[src/hdl/pcs_pkg.sv]
// shared constants and types of the phy configuration and status register pair
// assumes a single core clock domain; the management serial pins are synchronised inside by pcs_sync
// Functional notes
// - force-link bit makes link report and behave as passing whatever the line does
// - transmit-disable bit switches the twisted-pair line transmitter off
// - at 100 Mbps scrambler-bypass bit skips transmit scrambler and receive descrambler
// - at 10 Mbps jabber bit switches jabber correction off
// - at 10 Mbps heartbeat bit enables the heartbeat, clear suppresses it
// - at 10 Mbps half duplex loopback-disable bit stops transmit-to-receive loopback
// - at 10 Mbps carrier-select bit holds carrier sense until rx data valid drops; resets one
// - preamble bit clear: rx valid with SFD; set: rx valid and preamble with carrier
// - alternate next-page behaviour used only while its bit is set; default off
// - speed status reads one at 100 Mbps, else zero
// - transmit status reads one while a packet is sent
// - receive status reads one while a packet is received
// - collision, link and duplex status report collision, link up, full duplex as one
// - negotiation-mode status reads one in auto-negotiation, zero in manual mode
// - negotiation-complete status mirrors basic status bit; valid only with negotiation on
// - polarity status reads one when receive polarity is reversed
// - pause status reads one when the device is pause capable
// - error status reads one when an error such as remote fault occurred
package pcs_pkg;

  // --------------------------------------------------------------------------
  // register map
  // --------------------------------------------------------------------------
  localparam logic [4:0]  PCS_REG_CONFIG  = 5'h10;
  localparam logic [4:0]  PCS_REG_STATUS2 = 5'h11;
  localparam logic [15:0] PCS_CFG_RESET   = 16'h0080;
  // only defined bits are stored; reserved bits read as zero
  localparam logic [15:0] PCS_CFG_WMASK   = 16'h77A2;

  // configuration bit positions
  localparam int PCS_CFG_FORCE_LINK  = 14;
  localparam int PCS_CFG_TX_DISABLE  = 13;
  localparam int PCS_CFG_SCR_BYPASS  = 12;
  localparam int PCS_CFG_JABBER_DIS  = 10;
  localparam int PCS_CFG_HEARTBEAT   = 9;
  localparam int PCS_CFG_LOOPBK_DIS  = 8;
  localparam int PCS_CFG_CRS_EXTEND  = 7;
  localparam int PCS_CFG_PREAMBLE    = 5;
  localparam int PCS_CFG_ALT_NP      = 1;

  // second status register bit positions
  localparam int PCS_ST_SPEED100     = 14;
  localparam int PCS_ST_TX_ACTIVE    = 13;
  localparam int PCS_ST_RX_ACTIVE    = 12;
  localparam int PCS_ST_COLLISION    = 11;
  localparam int PCS_ST_LINK         = 10;
  localparam int PCS_ST_FULL_DUPLEX  = 9;
  localparam int PCS_ST_AN_MODE      = 8;
  localparam int PCS_ST_AN_COMPLETE  = 7;
  localparam int PCS_ST_POLARITY     = 5;
  localparam int PCS_ST_PAUSE        = 4;
  localparam int PCS_ST_ERROR        = 3;

  // --------------------------------------------------------------------------
  // management frame
  // --------------------------------------------------------------------------
  localparam logic [5:0] PCS_PRE_LEN   = 6'd32;
  localparam logic [1:0] PCS_OP_READ   = 2'b10;
  localparam logic [1:0] PCS_OP_WRITE  = 2'b01;
  localparam logic [4:0] PCS_OP_BITS   = 5'd2;
  localparam logic [4:0] PCS_ADDR_BITS = 5'd10;
  localparam logic [4:0] PCS_TA_BITS   = 5'd2;
  localparam logic [4:0] PCS_DATA_BITS = 5'd16;

  typedef enum logic [2:0] {
    PCS_ST_PRE,
    PCS_ST_START,
    PCS_ST_OPCODE,
    PCS_ST_ADDRESS,
    PCS_ST_TURN,
    PCS_ST_DATA
  } pcs_state_type;

  // live state from the phy core
  typedef struct packed {
    logic speed100;
    logic tx_active;
    logic rx_active;
    logic collision;
    logic line_link;
    logic full_duplex;
    logic an_mode;
    logic an_complete;
    logic polarity_rev;
    logic pause_cap;
    logic error;
  } pcs_status_type;

  // controls toward the phy core
  typedef struct packed {
    logic link_ok;
    logic tx_disable;
    logic scrambler_bypass;
    logic jabber_disable;
    logic heartbeat_test_enable;
    logic tp_loopback_disable;
    logic alt_next_page;
  } pcs_ctrl_type;

endpackage

[src/hdl/pcs_sync.sv]
// two-flop synchroniser for a group of level inputs
// assumes inputs arrive asynchronously to sys_clk_i
`timescale 1ns/1ps
module pcs_sync #(
  parameter int WIDTH = 2
) (
  input  wire logic             sys_clk_i,
  input  wire logic             rst_n_i,
  input  wire logic [WIDTH-1:0] async_i,
  output logic      [WIDTH-1:0] sync_o
);

  // --------------------------------------------------------------------------
  // per-bit flop pair
  // --------------------------------------------------------------------------
  genvar g;
  generate
    for (g = 0; g < WIDTH; g++)
    begin : g_bit
      logic meta_q;
      logic stable_q;
      // first flop is read only by the second
      always_ff @(posedge sys_clk_i or negedge rst_n_i)
      begin
        if (!rst_n_i)
        begin
          meta_q   <= 1'b0;
          stable_q <= 1'b0;
        end
        else
        begin
          meta_q   <= async_i[g];
          stable_q <= meta_q;
        end
      end
      assign sync_o[g] = stable_q;
    end
  endgenerate

endmodule

[src/hdl/pcs_regs.sv]
// configuration register and second status register behind a management serial slave
// assumes mdc well below sys_clk_i/4 and live status from the phy core on sys_clk_i
`timescale 1ns/1ps
module pcs_regs (
  input  wire logic               sys_clk_i,
  input  wire logic               rst_n_i,
  input  wire logic [4:0]         phy_addr_i,
  input  wire logic               mdc_i,
  input  wire logic               mdio_i,
  output logic                    mdio_o,
  output logic                    mdio_oe_o,
  input  pcs_pkg::pcs_status_type status_i,
  output pcs_pkg::pcs_ctrl_type   ctrl_o,
  input  wire logic               rx_carrier_i,
  input  wire logic               rx_sfd_seen_i,
  input  wire logic [3:0]         rxd_i,
  output logic                    crs_o,
  output logic                    rx_dv_o,
  output logic [3:0]              rxd_o
);
  import pcs_pkg::*;

  // --------------------------------------------------------------------------
  // pin synchronisation and clock edge detect
  // --------------------------------------------------------------------------
  logic [1:0]    pins_s;
  logic          mdc_s;
  logic          mdio_s;
  logic          mdc_prev_q;
  logic          mdc_rise;

  pcs_sync #(.WIDTH(2)) u_sync (
    .sys_clk_i (sys_clk_i),
    .rst_n_i   (rst_n_i),
    .async_i   ({mdc_i, mdio_i}),
    .sync_o    (pins_s)
  );

  assign mdc_s    = pins_s[1];
  assign mdio_s   = pins_s[0];
  assign mdc_rise = mdc_s & ~mdc_prev_q;

  // --------------------------------------------------------------------------
  // state
  // --------------------------------------------------------------------------
  pcs_state_type state_q, state_d;
  logic [5:0]    pre_cnt_q, pre_cnt_d;
  logic [4:0]    bit_cnt_q, bit_cnt_d;
  logic [1:0]    op_q, op_d;
  logic [9:0]    addr_q, addr_d;
  logic [15:0]   shift_q, shift_d;
  logic          rd_hit_q, rd_hit_d;
  logic          wr_hit_q, wr_hit_d;
  logic          oe_q, oe_d;
  logic          out_q, out_d;
  logic [15:0]   config_q, config_d;
  logic          commit;
  logic [15:0]   status_word;
  logic [15:0]   read_word;
  logic          speed100;
  logic          ext_on;

  assign speed100 = status_i.speed100;

  // live status word; writes never reach it, reads only sample it
  always_comb
  begin
    status_word                     = 16'h0000;
    status_word[PCS_ST_SPEED100]    = status_i.speed100;
    status_word[PCS_ST_TX_ACTIVE]   = status_i.tx_active;
    status_word[PCS_ST_RX_ACTIVE]   = status_i.rx_active;
    status_word[PCS_ST_COLLISION]   = status_i.collision;
    status_word[PCS_ST_LINK]        = ctrl_o.link_ok;
    status_word[PCS_ST_FULL_DUPLEX] = status_i.full_duplex;
    status_word[PCS_ST_AN_MODE]     = status_i.an_mode;
    status_word[PCS_ST_AN_COMPLETE] = status_i.an_complete;
    status_word[PCS_ST_POLARITY]    = status_i.polarity_rev;
    status_word[PCS_ST_PAUSE]       = status_i.pause_cap;
    status_word[PCS_ST_ERROR]       = status_i.error;
  end

  // read mux; unmapped addresses answer zero
  always_comb
  begin
    read_word = 16'h0000;
    if (addr_q[4:0] == PCS_REG_CONFIG)
      read_word = config_q;
    else if (addr_q[4:0] == PCS_REG_STATUS2)
      read_word = status_word;
  end

  // --------------------------------------------------------------------------
  // management frame engine
  // --------------------------------------------------------------------------
  // next state of the serial slave and the configuration store
  always_comb
  begin
    state_d   = state_q;
    pre_cnt_d = pre_cnt_q;
    bit_cnt_d = bit_cnt_q;
    op_d      = op_q;
    addr_d    = addr_q;
    shift_d   = shift_q;
    rd_hit_d  = rd_hit_q;
    wr_hit_d  = wr_hit_q;
    oe_d      = oe_q;
    out_d     = out_q;
    commit    = 1'b0;
    if (mdc_rise)
    begin
      unique case (state_q)
        PCS_ST_PRE:
        begin
          if (mdio_s)
          begin
            if (pre_cnt_q != PCS_PRE_LEN)
              pre_cnt_d = pre_cnt_q + 6'd1;
          end
          else if (pre_cnt_q == PCS_PRE_LEN)
            state_d = PCS_ST_START;
          else
            pre_cnt_d = 6'd0;
        end
        PCS_ST_START:
        begin
          // a broken start pattern drops back to preamble hunt
          pre_cnt_d = 6'd0;
          bit_cnt_d = 5'd0;
          state_d   = mdio_s ? PCS_ST_OPCODE : PCS_ST_PRE;
        end
        PCS_ST_OPCODE:
        begin
          op_d      = {op_q[0], mdio_s};
          bit_cnt_d = bit_cnt_q + 5'd1;
          if (bit_cnt_q == PCS_OP_BITS - 5'd1)
          begin
            bit_cnt_d = 5'd0;
            state_d   = PCS_ST_ADDRESS;
          end
        end
        PCS_ST_ADDRESS:
        begin
          addr_d    = {addr_q[8:0], mdio_s};
          bit_cnt_d = bit_cnt_q + 5'd1;
          if (bit_cnt_q == PCS_ADDR_BITS - 5'd1)
          begin
            bit_cnt_d = 5'd0;
            rd_hit_d  = (addr_q[8:4] == phy_addr_i) && (op_q == PCS_OP_READ);
            wr_hit_d  = (addr_q[8:4] == phy_addr_i) && (op_q == PCS_OP_WRITE);
            state_d   = PCS_ST_TURN;
          end
        end
        PCS_ST_TURN:
        begin
          bit_cnt_d = bit_cnt_q + 5'd1;
          if (bit_cnt_q == 5'd0)
          begin
            // drive the turnaround zero for a read
            oe_d  = rd_hit_q;
            out_d = 1'b0;
          end
          else
          begin
            // reads sample live state here and have no other effect
            out_d     = read_word[15];
            shift_d   = {read_word[14:0], 1'b0};
            bit_cnt_d = 5'd0;
            state_d   = PCS_ST_DATA;
          end
        end
        PCS_ST_DATA:
        begin
          bit_cnt_d = bit_cnt_q + 5'd1;
          if (rd_hit_q)
          begin
            out_d   = shift_q[15];
            shift_d = {shift_q[14:0], 1'b0};
          end
          else
            shift_d = {shift_q[14:0], mdio_s};
          if (bit_cnt_q == PCS_DATA_BITS - 5'd1)
          begin
            commit    = wr_hit_q;
            oe_d      = 1'b0;
            out_d     = 1'b0;
            rd_hit_d  = 1'b0;
            wr_hit_d  = 1'b0;
            bit_cnt_d = 5'd0;
            pre_cnt_d = 6'd0;
            state_d   = PCS_ST_PRE;
          end
        end
      endcase
    end
    // only defined bits are kept; reserved bits written by the host are dropped
    config_d = config_q;
    if (commit && (addr_q[4:0] == PCS_REG_CONFIG))
      config_d = {shift_q[14:0], mdio_s} & PCS_CFG_WMASK;
  end

  // registers of the serial slave
  always_ff @(posedge sys_clk_i or negedge rst_n_i)
  begin
    if (!rst_n_i)
    begin
      mdc_prev_q <= 1'b0;
      state_q    <= PCS_ST_PRE;
      pre_cnt_q  <= 6'd0;
      bit_cnt_q  <= 5'd0;
      op_q       <= 2'b00;
      addr_q     <= 10'h000;
      shift_q    <= 16'h0000;
      rd_hit_q   <= 1'b0;
      wr_hit_q   <= 1'b0;
      oe_q       <= 1'b0;
      out_q      <= 1'b0;
      config_q   <= PCS_CFG_RESET;
    end
    else
    begin
      mdc_prev_q <= mdc_s;
      state_q    <= state_d;
      pre_cnt_q  <= pre_cnt_d;
      bit_cnt_q  <= bit_cnt_d;
      op_q       <= op_d;
      addr_q     <= addr_d;
      shift_q    <= shift_d;
      rd_hit_q   <= rd_hit_d;
      wr_hit_q   <= wr_hit_d;
      oe_q       <= oe_d;
      out_q      <= out_d;
      config_q   <= config_d;
    end
  end

  assign mdio_o    = out_q;
  assign mdio_oe_o = oe_q;

  // --------------------------------------------------------------------------
  // controls toward the core
  // --------------------------------------------------------------------------
  // speed bits are speed-qualified so a stale bit cannot act in the wrong mode; force link, tx disable and alt next page are not
  assign ctrl_o.link_ok               = config_q[PCS_CFG_FORCE_LINK] | status_i.line_link;
  assign ctrl_o.tx_disable            = config_q[PCS_CFG_TX_DISABLE];
  assign ctrl_o.scrambler_bypass      = config_q[PCS_CFG_SCR_BYPASS] & speed100;
  assign ctrl_o.jabber_disable        = config_q[PCS_CFG_JABBER_DIS] & ~speed100;
  assign ctrl_o.heartbeat_test_enable = config_q[PCS_CFG_HEARTBEAT] & ~speed100;
  assign ctrl_o.tp_loopback_disable   = config_q[PCS_CFG_LOOPBK_DIS] & ~speed100
                                        & ~status_i.full_duplex;
  assign ctrl_o.alt_next_page         = config_q[PCS_CFG_ALT_NP];
  // controls act only in the speed and duplex their bit belongs to; reserved bits never stored
  property p_force_link;
    @(posedge sys_clk_i) disable iff (!rst_n_i)
    config_q[PCS_CFG_FORCE_LINK] |-> (ctrl_o.link_ok && status_word[PCS_ST_LINK]);
  endproperty
  a_force_link: assert property (p_force_link) else $error("forced link not reported");
  property p_tx_disable;
    @(posedge sys_clk_i) disable iff (!rst_n_i)
    (commit && addr_q[4:0] == PCS_REG_CONFIG) |=> (ctrl_o.tx_disable == $past(shift_q[PCS_CFG_TX_DISABLE - 1]));
  endproperty
  a_tx_disable: assert property (p_tx_disable) else $error("transmit disable not applied");
  property p_scr_bypass;
    @(posedge sys_clk_i) disable iff (!rst_n_i) ctrl_o.scrambler_bypass |-> (speed100 && config_q[PCS_CFG_SCR_BYPASS]);
  endproperty
  a_scr_bypass: assert property (p_scr_bypass) else $error("scrambler bypass outside 100M");
  property p_jabber;
    @(posedge sys_clk_i) disable iff (!rst_n_i) (config_q[PCS_CFG_JABBER_DIS] && !speed100) |-> ctrl_o.jabber_disable;
  endproperty
  a_jabber: assert property (p_jabber) else $error("jabber disable not applied at 10M");
  property p_heartbeat;
    @(posedge sys_clk_i) disable iff (!rst_n_i) speed100 |-> !ctrl_o.heartbeat_test_enable;
  endproperty
  a_heartbeat: assert property (p_heartbeat) else $error("heartbeat active at 100M");
  property p_loopback;
    @(posedge sys_clk_i) disable iff (!rst_n_i) ctrl_o.tp_loopback_disable |-> (!status_i.full_duplex && !speed100);
  endproperty
  a_loopback: assert property (p_loopback) else $error("loopback disable outside 10M half");
  property p_status_ro;
    @(posedge sys_clk_i) disable iff (!rst_n_i) (commit && addr_q[4:0] == PCS_REG_STATUS2) |=> $stable(config_q);
  endproperty
  a_status_ro: assert property (p_status_ro) else $error("status write changed configuration");
  property p_reserved;
    @(posedge sys_clk_i) disable iff (!rst_n_i) (config_q & ~PCS_CFG_WMASK) == 16'h0000;
  endproperty
  a_reserved: assert property (p_reserved) else $error("reserved configuration bit set");

  // --------------------------------------------------------------------------
  // receive side carrier and data valid
  // --------------------------------------------------------------------------
  logic       crs_q, crs_d;
  logic       rx_dv_q, rx_dv_d;
  logic [3:0] rxd_q, rxd_d;

  assign ext_on = config_q[PCS_CFG_CRS_EXTEND] & ~speed100;

  // one cycle of latency keeps carrier, valid and data aligned
  always_comb
  begin
    rx_dv_d = config_q[PCS_CFG_PREAMBLE] ? rx_carrier_i : rx_sfd_seen_i;
    crs_d   = rx_carrier_i | (ext_on & rx_dv_q);
    rxd_d   = rx_dv_d ? rxd_i : 4'h0;
  end

  always_ff @(posedge sys_clk_i or negedge rst_n_i)
  begin
    if (!rst_n_i)
    begin
      crs_q   <= 1'b0;
      rx_dv_q <= 1'b0;
      rxd_q   <= 4'h0;
    end
    else
    begin
      crs_q   <= crs_d;
      rx_dv_q <= rx_dv_d;
      rxd_q   <= rxd_d;
    end
  end

  assign crs_o   = crs_q;
  assign rx_dv_o = rx_dv_q;
  assign rxd_o   = rxd_q;

  property p_crs_extend;
    @(posedge sys_clk_i) disable iff (!rst_n_i) (ext_on && rx_dv_o) |=> crs_o;
  endproperty
  a_crs_extend: assert property (p_crs_extend) else $error("carrier dropped before data valid");
  property p_preamble;
    @(posedge sys_clk_i) disable iff (!rst_n_i)
    (config_q[PCS_CFG_PREAMBLE] && rx_carrier_i) ##1 $stable(config_q) |-> rx_dv_o;
  endproperty
  a_preamble: assert property (p_preamble) else $error("data valid late with preamble on");

endmodule

[config.mk]
export PLATFORM = sky130hd
export DESIGN_NAME = pcs_regs
export DESIGN_NICKNAME = d
export VERILOG_FILES = /design/src/hdl/pcs_pkg.sv /design/src/hdl/pcs_sync.sv /design/src/hdl/pcs_regs.sv
export SDC_FILE = /design/constraint.sdc
export NUM_CORES = 1
export LEC_CHECK = 0
export ABC_AREA = 1
export CAP_MARGIN = 20
export CORE_MARGIN = 4
export CORE_UTILIZATION = 40
export DETAILED_ROUTE_END_ITERATION = 16
export DONT_BUFFER_PORTS = 1
export GPL_TIMING_DRIVEN = 0
export SETUP_SLACK_MARGIN = 0.5
export SLEW_MARGIN = 20
export SYNTH_ARGS = -nofsm -noshare
export SYNTH_HDL_FRONTEND = slang
export SYNTH_SLANG_ARGS = --single-unit
[constraint.sdc]
create_clock -name sys_clk_i -period 3.49 [get_ports sys_clk_i]
set_input_delay 0.349 -clock sys_clk_i [delete_from_list [all_inputs] [get_ports sys_clk_i]]
set_output_delay 0.349 -clock sys_clk_i [all_outputs]
set_load 0.005 [all_outputs]
==> summary.txt, run 1 <==
STA
  • Fmax: between 500 and 600 MHz
  • Slew margin rel.: 50.7%
  • Worst hold slack: between 0.02 and 0.03 ns
  • Final setup TNS: 0 ns
  • Fin crit period: 1.92 ns
  • Slew @ Worst Pin: 0.736 ns
  • RSZ-0062 raised after global routing: false
  • Slew Viols, Final: 0
  • Setup violators final: 0
  • Final hold vios: 0
  • Clock Skews: 0.0136 ns
  • Tcrit/Tclk final: a little over half

Synthesis
  • Netlist cell types: 33
  • Async set or reset register ratio after synthesis: 100%
  • Post-synth net total: 508
  • Seq/Total Area, Yosys: between 40% and 50%
  • Top FF cell, synth: dfrtp_1
  • Synth Area per Inst: roughly 7.6 um2
  • Synthesis Warnings: 0
  • Synth Register Bits: 65
  • Count of flip-flops with a built-in enable after synthesis: 0
  • Syn Inst Count: 475
  • Mapped Area: 3610 um2

Placement
  • # port buffers: 0
  • RePlAce Congestion: ~0.85
  • Placed wire-length estimate: 5.65 mm

Clock network
  • Latest clock arrival within the worst-skew pair: approximately 0.35 ns
  • Num CTS Buffers: 9
  • Post_cts resized: 0
  • Clock buffer depth: 2
  • H-Tree Depth: 3
  • Clock-pin transition on the worst setup and hold timing paths: around 0.080 ns
  • Clock tree sinks: 65
  • # Post-CTS Setup Buffers: 0
  • CTS root buf: clkbuf_8
  • TritonCTS clock tree: yes

Floorplan
  • Die Y: 103 um
  • I/O pin total: 41
  • Die area: 10,600 um2
  • Row count: 34
  • Initial core utilization: 41.2%
  • DIE WIDTH: approximately 100 um
  • Core ar.: 8760 um2

Power and ir drop
  • Leakage: 2.00 nW
  • Worst vdd ir: between 0.3 and 0.4 mV
  • Power per Cell Area: 377 nW/um2

Cells and area
  • Area of the multi-input gates: 1620 um2
  • # diodes: 0
  • Final nets: 521
  • Fillers: 875
  • Area growth from synthesis to layout: 10.5%
  • FF+latch area: 1630 um2
  • Proportion of layout cells with a drive suffix above 1: 13.2%

GRT
  • Total GRT Usage: 16.3%
  • Largest net degree at the start of global routing: 66
  • GR Overflow Total: 0
  • First-pass GRT wire length: 13.5 mm
  • Initial antenna violation count: 0
  • Vias in the first global route: between 2,000 and 3,000

Detailed routing
  • Routed len/inst: 13.0 um
  • # DRC: 0
  • Total Wirelength: 7.84 mm
  • Vias/cell: 4.81
  • Vias: 2,892
  • Initial DRC count: 144
  • TritonRoute pass-1 iters: 4
  • ANT nets after route: 0

Worst setup path
  • CP Launch Type: register
  • Worst-path fanout max: 5
  • Critical Path RT: 3.72 ns
  • Reg-to-reg slack, setup: around 1.6 ns
  • Critical path capture point type: register
  • Critical path class: register to register
  • Arr. time, crit path: between 2 and 2.5 ns

Min path
  • Hold Crit Class: input port to register

Status
  • Status: completed

Job
  • Max Cap Violations: 0
-- critical path, cell delays in order (launching register included) --
cell	delay (ns)
dfrtp_1	0.41
ha_1	0.19
nand2_1	0.07
nor2_1	0.14
ha_1	0.25
inv_1	0.11
nand3_1	0.09
nand3_1	0.08
nor2_1	0.21
nand2_1	0.13
nand2_1	0.08
nand2_1	0.05
-- cell type report --
type                            instances  share of cell area, %
Sequential cell                        65                   40.8
Multi-Input combinational cell        328                   40.5
Inverter                               70                   6.71
Tap cell                              108                   3.39
Clock buffer                            9                   3.10
Buffer                                 12                   2.54
Clock inverter                          7                   2.07
Timing Repair Buffer                    2                  0.940
-- kinds of logic after synthesis --
family	after synthesis	synth area share (%)
and+or+nand+nor	272	33.2
buffers and inverters	82	10.2
DFF	65	45.1
AOI/OAI and AO/OA	44	7.86
adders and majority gates	7	2.42
xor gates and xnor gates	5	1.21
-- cells in the mapped netlist, types with 2 or more instances --
cell type	n	share of area, %
xnor2_1	3	0.73
o21ai_1	8	1.1
clkbuf_1	2	0.21
o22ai_1	6	1.0
nand3_2	4	1.1
buf_2	2	0.28
nor2_2	5	0.87
nand3b_1	2	0.42
buf_4	4	0.83
nand3_1	43	6.0
buf_6	3	0.94
inv_1	64	6.7
o21ai_2	10	2.4
nand2_1	150	16
nor2_1	54	5.6
o21ai_0	17	2.4
ha_1	7	2.4
xor2_1	2	0.49
inv_2	5	0.52
nor2_4	3	0.94
nand4_1	3	0.52
dfrtp_1	64	44
nand2_2	4	0.69
-- layout by cell type (no fill, tap or decap), types with 3 or more instances in the layout --
cell type and instances:
nand4_1 3, dfrtp_1 64, nand3_2 4, xnor2_1 3, nand2_2 4, inv_2 5, nor2_2 5, o21ai_1 8
nand3_1 43, clkbuf_8 9, o22ai_1 6, inv_1 64, ha_1 7, o21ai_2 10, buf_6 3, nand2_1 150
buf_4 4, inv_6 4, nor2_4 3, nor2_1 54, o21ai_0 17
-- path summary, 6_finish.rpt --
check / startpoint / end / cells past startpoint
min: mdio_i / u_sync.g_bit[0].meta_q$_DFF_PN0_ / 0
max in group asynchronous: rst_n_i / config_q[7]$_DFFE_PN1P_ / 2
min in group asynchronous: rst_n_i / u_sync.g_bit[0].stable_q$_DFF_PN0_ / 2
min reg2reg: u_sync.g_bit[0].meta_q$_DFF_PN0_ / u_sync.g_bit[0].stable_q$_DFF_PN0_ / 0
max: bit_cnt_q[0]$_DFFE_PN0P_ / state_q[1]$_DFFE_PN0P_ / 11
max reg2reg: bit_cnt_q[0]$_DFFE_PN0P_ / state_q[1]$_DFFE_PN0P_ / 11
-- layer usage --
| metal | global-route usage (%) | part of all wire [%] | vias to the layer above |
|---|---|---|---|
| li1 | - | - | 1500 |
| met1 | 21.8 | 47 | 1336 |
| met2 | 26.1 | 48 | 48 |
| met3 | 3.92 | 3.9 | 8 |
| met4 | 5.48 | 1.3 | 0 |
| met5 | 0 | 0 | - |
-- per-stage QoR --
step / total power, mW / area (um2) / util [%] / setup WS, ns / instances
final: 1.50 / 3990 / 45.5 / 1.57 / 601
after global routing: 1.57 / 3990 / 45.5 / 1.39 / 601
after CTS: 1.53 / 3990 / 45.5 / 1.58 / 601
after detailed placement: 0.831 / 3750 / 42.8 / 1.59 / 583
after global placement: 0.830 / 3750 / 42.8 / 1.61 / 583
after floorplan: 0.821 / 3610 / - / 1.86 / 475
-- state kept, by name, indices dropped and copies added (netlist names) --
register / flops
wr_hit_q: 1
addr_q: 9
bit_cnt_q: 5
shift_q: 16
rx_dv_o: 1
crs_o: 1
mdio_o: 1
u_sync.g_bit.meta_q: 2
pre_cnt_q: 6
config_q: 9
mdc_prev_q: 1
rd_hit_q: 1
mdio_oe_o: 1
u_sync.g_bit.stable_q: 2
op_q: 2
state_q: 3
rxd_o: 4
-- power by group --
group / switching (mW) / leakage, nW / internal (mW) / total (mW)
clock network: 0.327 / 0.0988 / 0.342 / 0.669
registers: 0.00900 / 0.814 / 0.764 / 0.773
logic: 0.0420 / 1.09 / 0.0196 / 0.0616
total: 0.378 / 2.00 / 1.13 / 1.50
-- what timing repair did --
item / 4_1_cts / 5_1_grt
hold endpoints to repair: 65 / 0
hold buffers: 2 / 0
setup endpoints to repair: 0 / 0
Power figures use the tool's default switching activity.
==> run 2, diff against run 1 <==
==> constraint.sdc (replaced) <==
create_clock -name sys_clk_i -period 1.65 [get_ports sys_clk_i]
set_input_delay 0.165 -clock sys_clk_i [delete_from_list [all_inputs] [get_ports sys_clk_i]]
set_output_delay 0.165 -clock sys_clk_i [all_outputs]
set_load 0.005 [all_outputs]
==> run 2 against run 1 <==
Effect of this change:
- the run now ends with negative hold slack, negative setup slack left
- routed wire length up 20%
- final area grew 23%
- first-iteration DRC count is 11% lower
- sequential power increased by 110%
- total power grew 100%
- core utilization increased by 11 points
- die area unchanged
- fmax increased by 14%
- largest power group unchanged
- hold slack lost 0.53 ns
- critical path type unchanged
==> summary.txt, run 2 (synthesized netlist as in run 1, its figures left out) <==
STA
  • Final hold vios: 65 (was 0)
  • RSZ-0062 raised after global routing: true (was false)
  • Setup violators final: 12 (was 0)
  • Final setup TNS: -0.234 ns (was 0 ns)
  • Fin worst setup slack: -0.0335 ns (was 1.57 ns)
  • Fmax: 594 MHz (was 521 MHz)
  • Tcrit/Tclk final: 102% (was 55.0%)
  • Slew @ Worst Pin: 0.415 ns (was 0.736 ns)
  • Worst hold slack: -0.501 ns (was 0.0252 ns)
  • Slew Viols, Final: 0 (unchanged)
  • Clock Skews: 0.0106 ns (was 0.0136 ns)
  • Slew margin rel.: 72.4% (was 50.7%)
  • Fin crit period: 1.68 ns (was 1.92 ns)

Power and ir drop
  • Power per Cell Area: 623 nW/um2 (was 377 nW/um2)
  • Leakage: 2.38 nW (was 2.00 nW)
  • Worst vdd ir: 0.441 mV (was 0.318 mV)
  • Total Power: 3.07 mW (was 1.50 mW)

Cells and area
  • Register name with the most flops: shift_q (unchanged)
  • Largest register FFs: 16 (unchanged)
  • Area growth from synthesis to layout: 36.2% (was 10.5%)
  • Most frequent cells in the layout: nand2_1, dfrtp_1, inv_1, nor2_1, nand3_1 (was nand2_1, inv_1, dfrtp_1, nor2_1, nand3_1)
  • Final nets: 573 (was 521)
  • Cell area after layout: 4920 um2 (was 3990 um2)
  • # diodes: 0 (unchanged)
  • Fillers: 776 (was 875)
  • Largest regs: shift_q (16), addr_q (9), config_q (9) (unchanged)
  • Proportion of layout cells with a drive suffix above 1: 33.9% (was 13.2%)
  • Final Util: 56.1% (was 45.5%)
  • Commonest non-fill, non-tap cell in the layout: nand2_1 (unchanged)
  • Layout Cells excl Fill: 653 (was 601)

Worst setup path
  • CP top delay family: simple AND/OR/NAND/NOR gates (unchanged)
  • Worst-path fanout max: 2 (was 5)
  • Critical Path RT: 1.88 ns (was 3.72 ns)
  • Reg-to-reg slack, setup: -0.03 ns (was 1.57 ns)
  • Critical path capture point type: register (unchanged)
  • Crit path largest cell delay: 0.37 ns (was 0.41 ns)
  • Critical path class: register to register (unchanged)
  • CP Launch Type: register (unchanged)
  • CP max-delay cell: dfrtp_1 (unchanged)
  • Arr. time, crit path: 1.92 ns (was 2.15 ns)
  • Worst path cell trace: ha_2 -> nand2_2 -> nor2_4 -> buf_6 -> buf_6 -> buf_6 -> buf_6 -> inv_4 -> ha_4 -> inv_2 -> nor2_1 -> nor2_1 -> nand2_1 -> nand2_1 -> nand2_1 (was ha_1 -> nand2_1 -> nor2_1 -> ha_1 -> inv_1 -> nand3_1 -> nand3_1 -> nor2_1 -> nand2_1 -> nand2_1 -> nand2_1)
  • Worst path buffer plus inverter count: 6 (was 1)
  • Top cell by count, worst path: buf_6 (was nand2_1)

Clock network
  • Clock tree sinks: 65 (unchanged)
  • Clock-pin transition on the worst setup and hold timing paths: 0.08 ns (about the same)
  • CTS Hold Bufs: 7 (was 2)
  • H-Tree Depth: 3 (unchanged)
  • CTS root buf: clkbuf_8 (unchanged)
  • Latest clock arrival within the worst-skew pair: 0.35 ns (about the same)
  • TritonCTS clock tree: yes (unchanged)
  • Num CTS Buffers: 9 (unchanged)
  • Clock buffer depth: 2 (unchanged)

GRT
  • First-pass GRT wire length: 14.8 mm (was 13.5 mm)
  • Largest net degree at the start of global routing: 66 (unchanged)
  • Top Usage Layer GRT: met2 (unchanged)
  • Initial antenna violation count: 0 (unchanged)
  • Total GRT Usage: 18.0% (was 16.3%)
  • Grt met3 use: 3.92% (unchanged)
  • GR Util met1: 22.9% (was 21.8%)
  • Routing usage on met2: 29.3% (was 26.1%)
  • GR Overflow Total: 0 (unchanged)
  • Vias in the first global route: 3,057 (was 2,854)

Floorplan
  • Core ar.: 8760 um2 (unchanged)
  • Die area: 10,600 um2 (unchanged)
  • I/O pin total: 41 (unchanged)
  • Row count: 34 (unchanged)
  • Initial core utilization: 41.2% (unchanged)
  • Die Y: 103 um (unchanged)
  • DIE WIDTH: 103 um (unchanged)

Placement
  • RePlAce Congestion: 0.829 (was 0.845)
  • Placed Cells: 583 (unchanged)
  • # port buffers: 0 (unchanged)
  • Post-DP Area: 3780 um2 (was 3750 um2)
  • Post-place setup slack: -0.247 ns (was 1.59 ns)
  • Placed wire-length estimate: 5.70 mm (was 5.65 mm)

Detailed routing
  • # DRC: 0 (unchanged)
  • TritonRoute pass-1 iters: 4 (unchanged)
  • Initial DRC count: 128 (was 144)
  • Vias: 3,169 (was 2,892)
  • Routed len/inst: 14.5 um (was 13.0 um)
  • Total Wirelength: 9.45 mm (was 7.84 mm)
  • Vias/cell: 4.85 (was 4.81)
  • ANT nets after route: 0 (unchanged)

Status
  • Failing checks: negative hold slack, negative setup slack
  • Status: finished, violations left (was completed)

Min path
  • Hold Crit Class: input port to asynchronous set/reset pin (was input port to register)

Job
  • Max Cap Violations: 0 (unchanged)
[run 2: power breakdown]
part           internal [mW]  switching, mW
logic                 0.0589         0.0717
clock network          0.632          0.666
registers               1.62         0.0202
total                   2.31          0.758
[run 2: final cells by class]
class	instances	area, um2	share of cell area [%]
plain buffers	12	136	2.77
clock buffers	11	151	3.08
clock inverters	5	37.5	0.763
inverters	70	293	5.95
multi-input cells	329	2000	40.7
flip-flops and latches	65	1630	33.2
well taps	108	135	2.75
repair buffers	53	534	10.9
[run 2: worst paths after layout]
kind                                                  start                                  to  cells after the start
max in group asynchronous                           rst_n_i             config_q[7]$_DFFE_PN1P_                      0
hold / removal                                      rst_n_i            pre_cnt_q[4]$_DFFE_PN0P_                      0
setup reg to reg                   bit_cnt_q[0]$_DFFE_PN0P_            bit_cnt_q[4]$_DFFE_PN0P_                     15
hold reg to reg            u_sync.g_bit[1].meta_q$_DFF_PN0_  u_sync.g_bit[1].stable_q$_DFF_PN0_                      0
setup / recovery                   bit_cnt_q[0]$_DFFE_PN0P_            bit_cnt_q[4]$_DFFE_PN0P_                     15
min in group sys_clk_i                          status_i[7]             shift_q[12]$_DFFE_PN0P_                      4
[run 2: repair_timing]
action                                  4_1_cts  5_1_grt
setup buffers                                31       11
cloned                                        3        2
hold endpoints to repair                     72       65
resized for setup                            67       73
endpoints found under the setup margin       60       56
pin swaps                                    23       26
[run 2: routing by layer]
layer | wire length [um] | vias up
met1 | 4130 | 1498
li1 | - | 1602
met5 | 0 | -
met3 | 326 | 14
met2 | 4840 | 55
met4 | 144 | 0
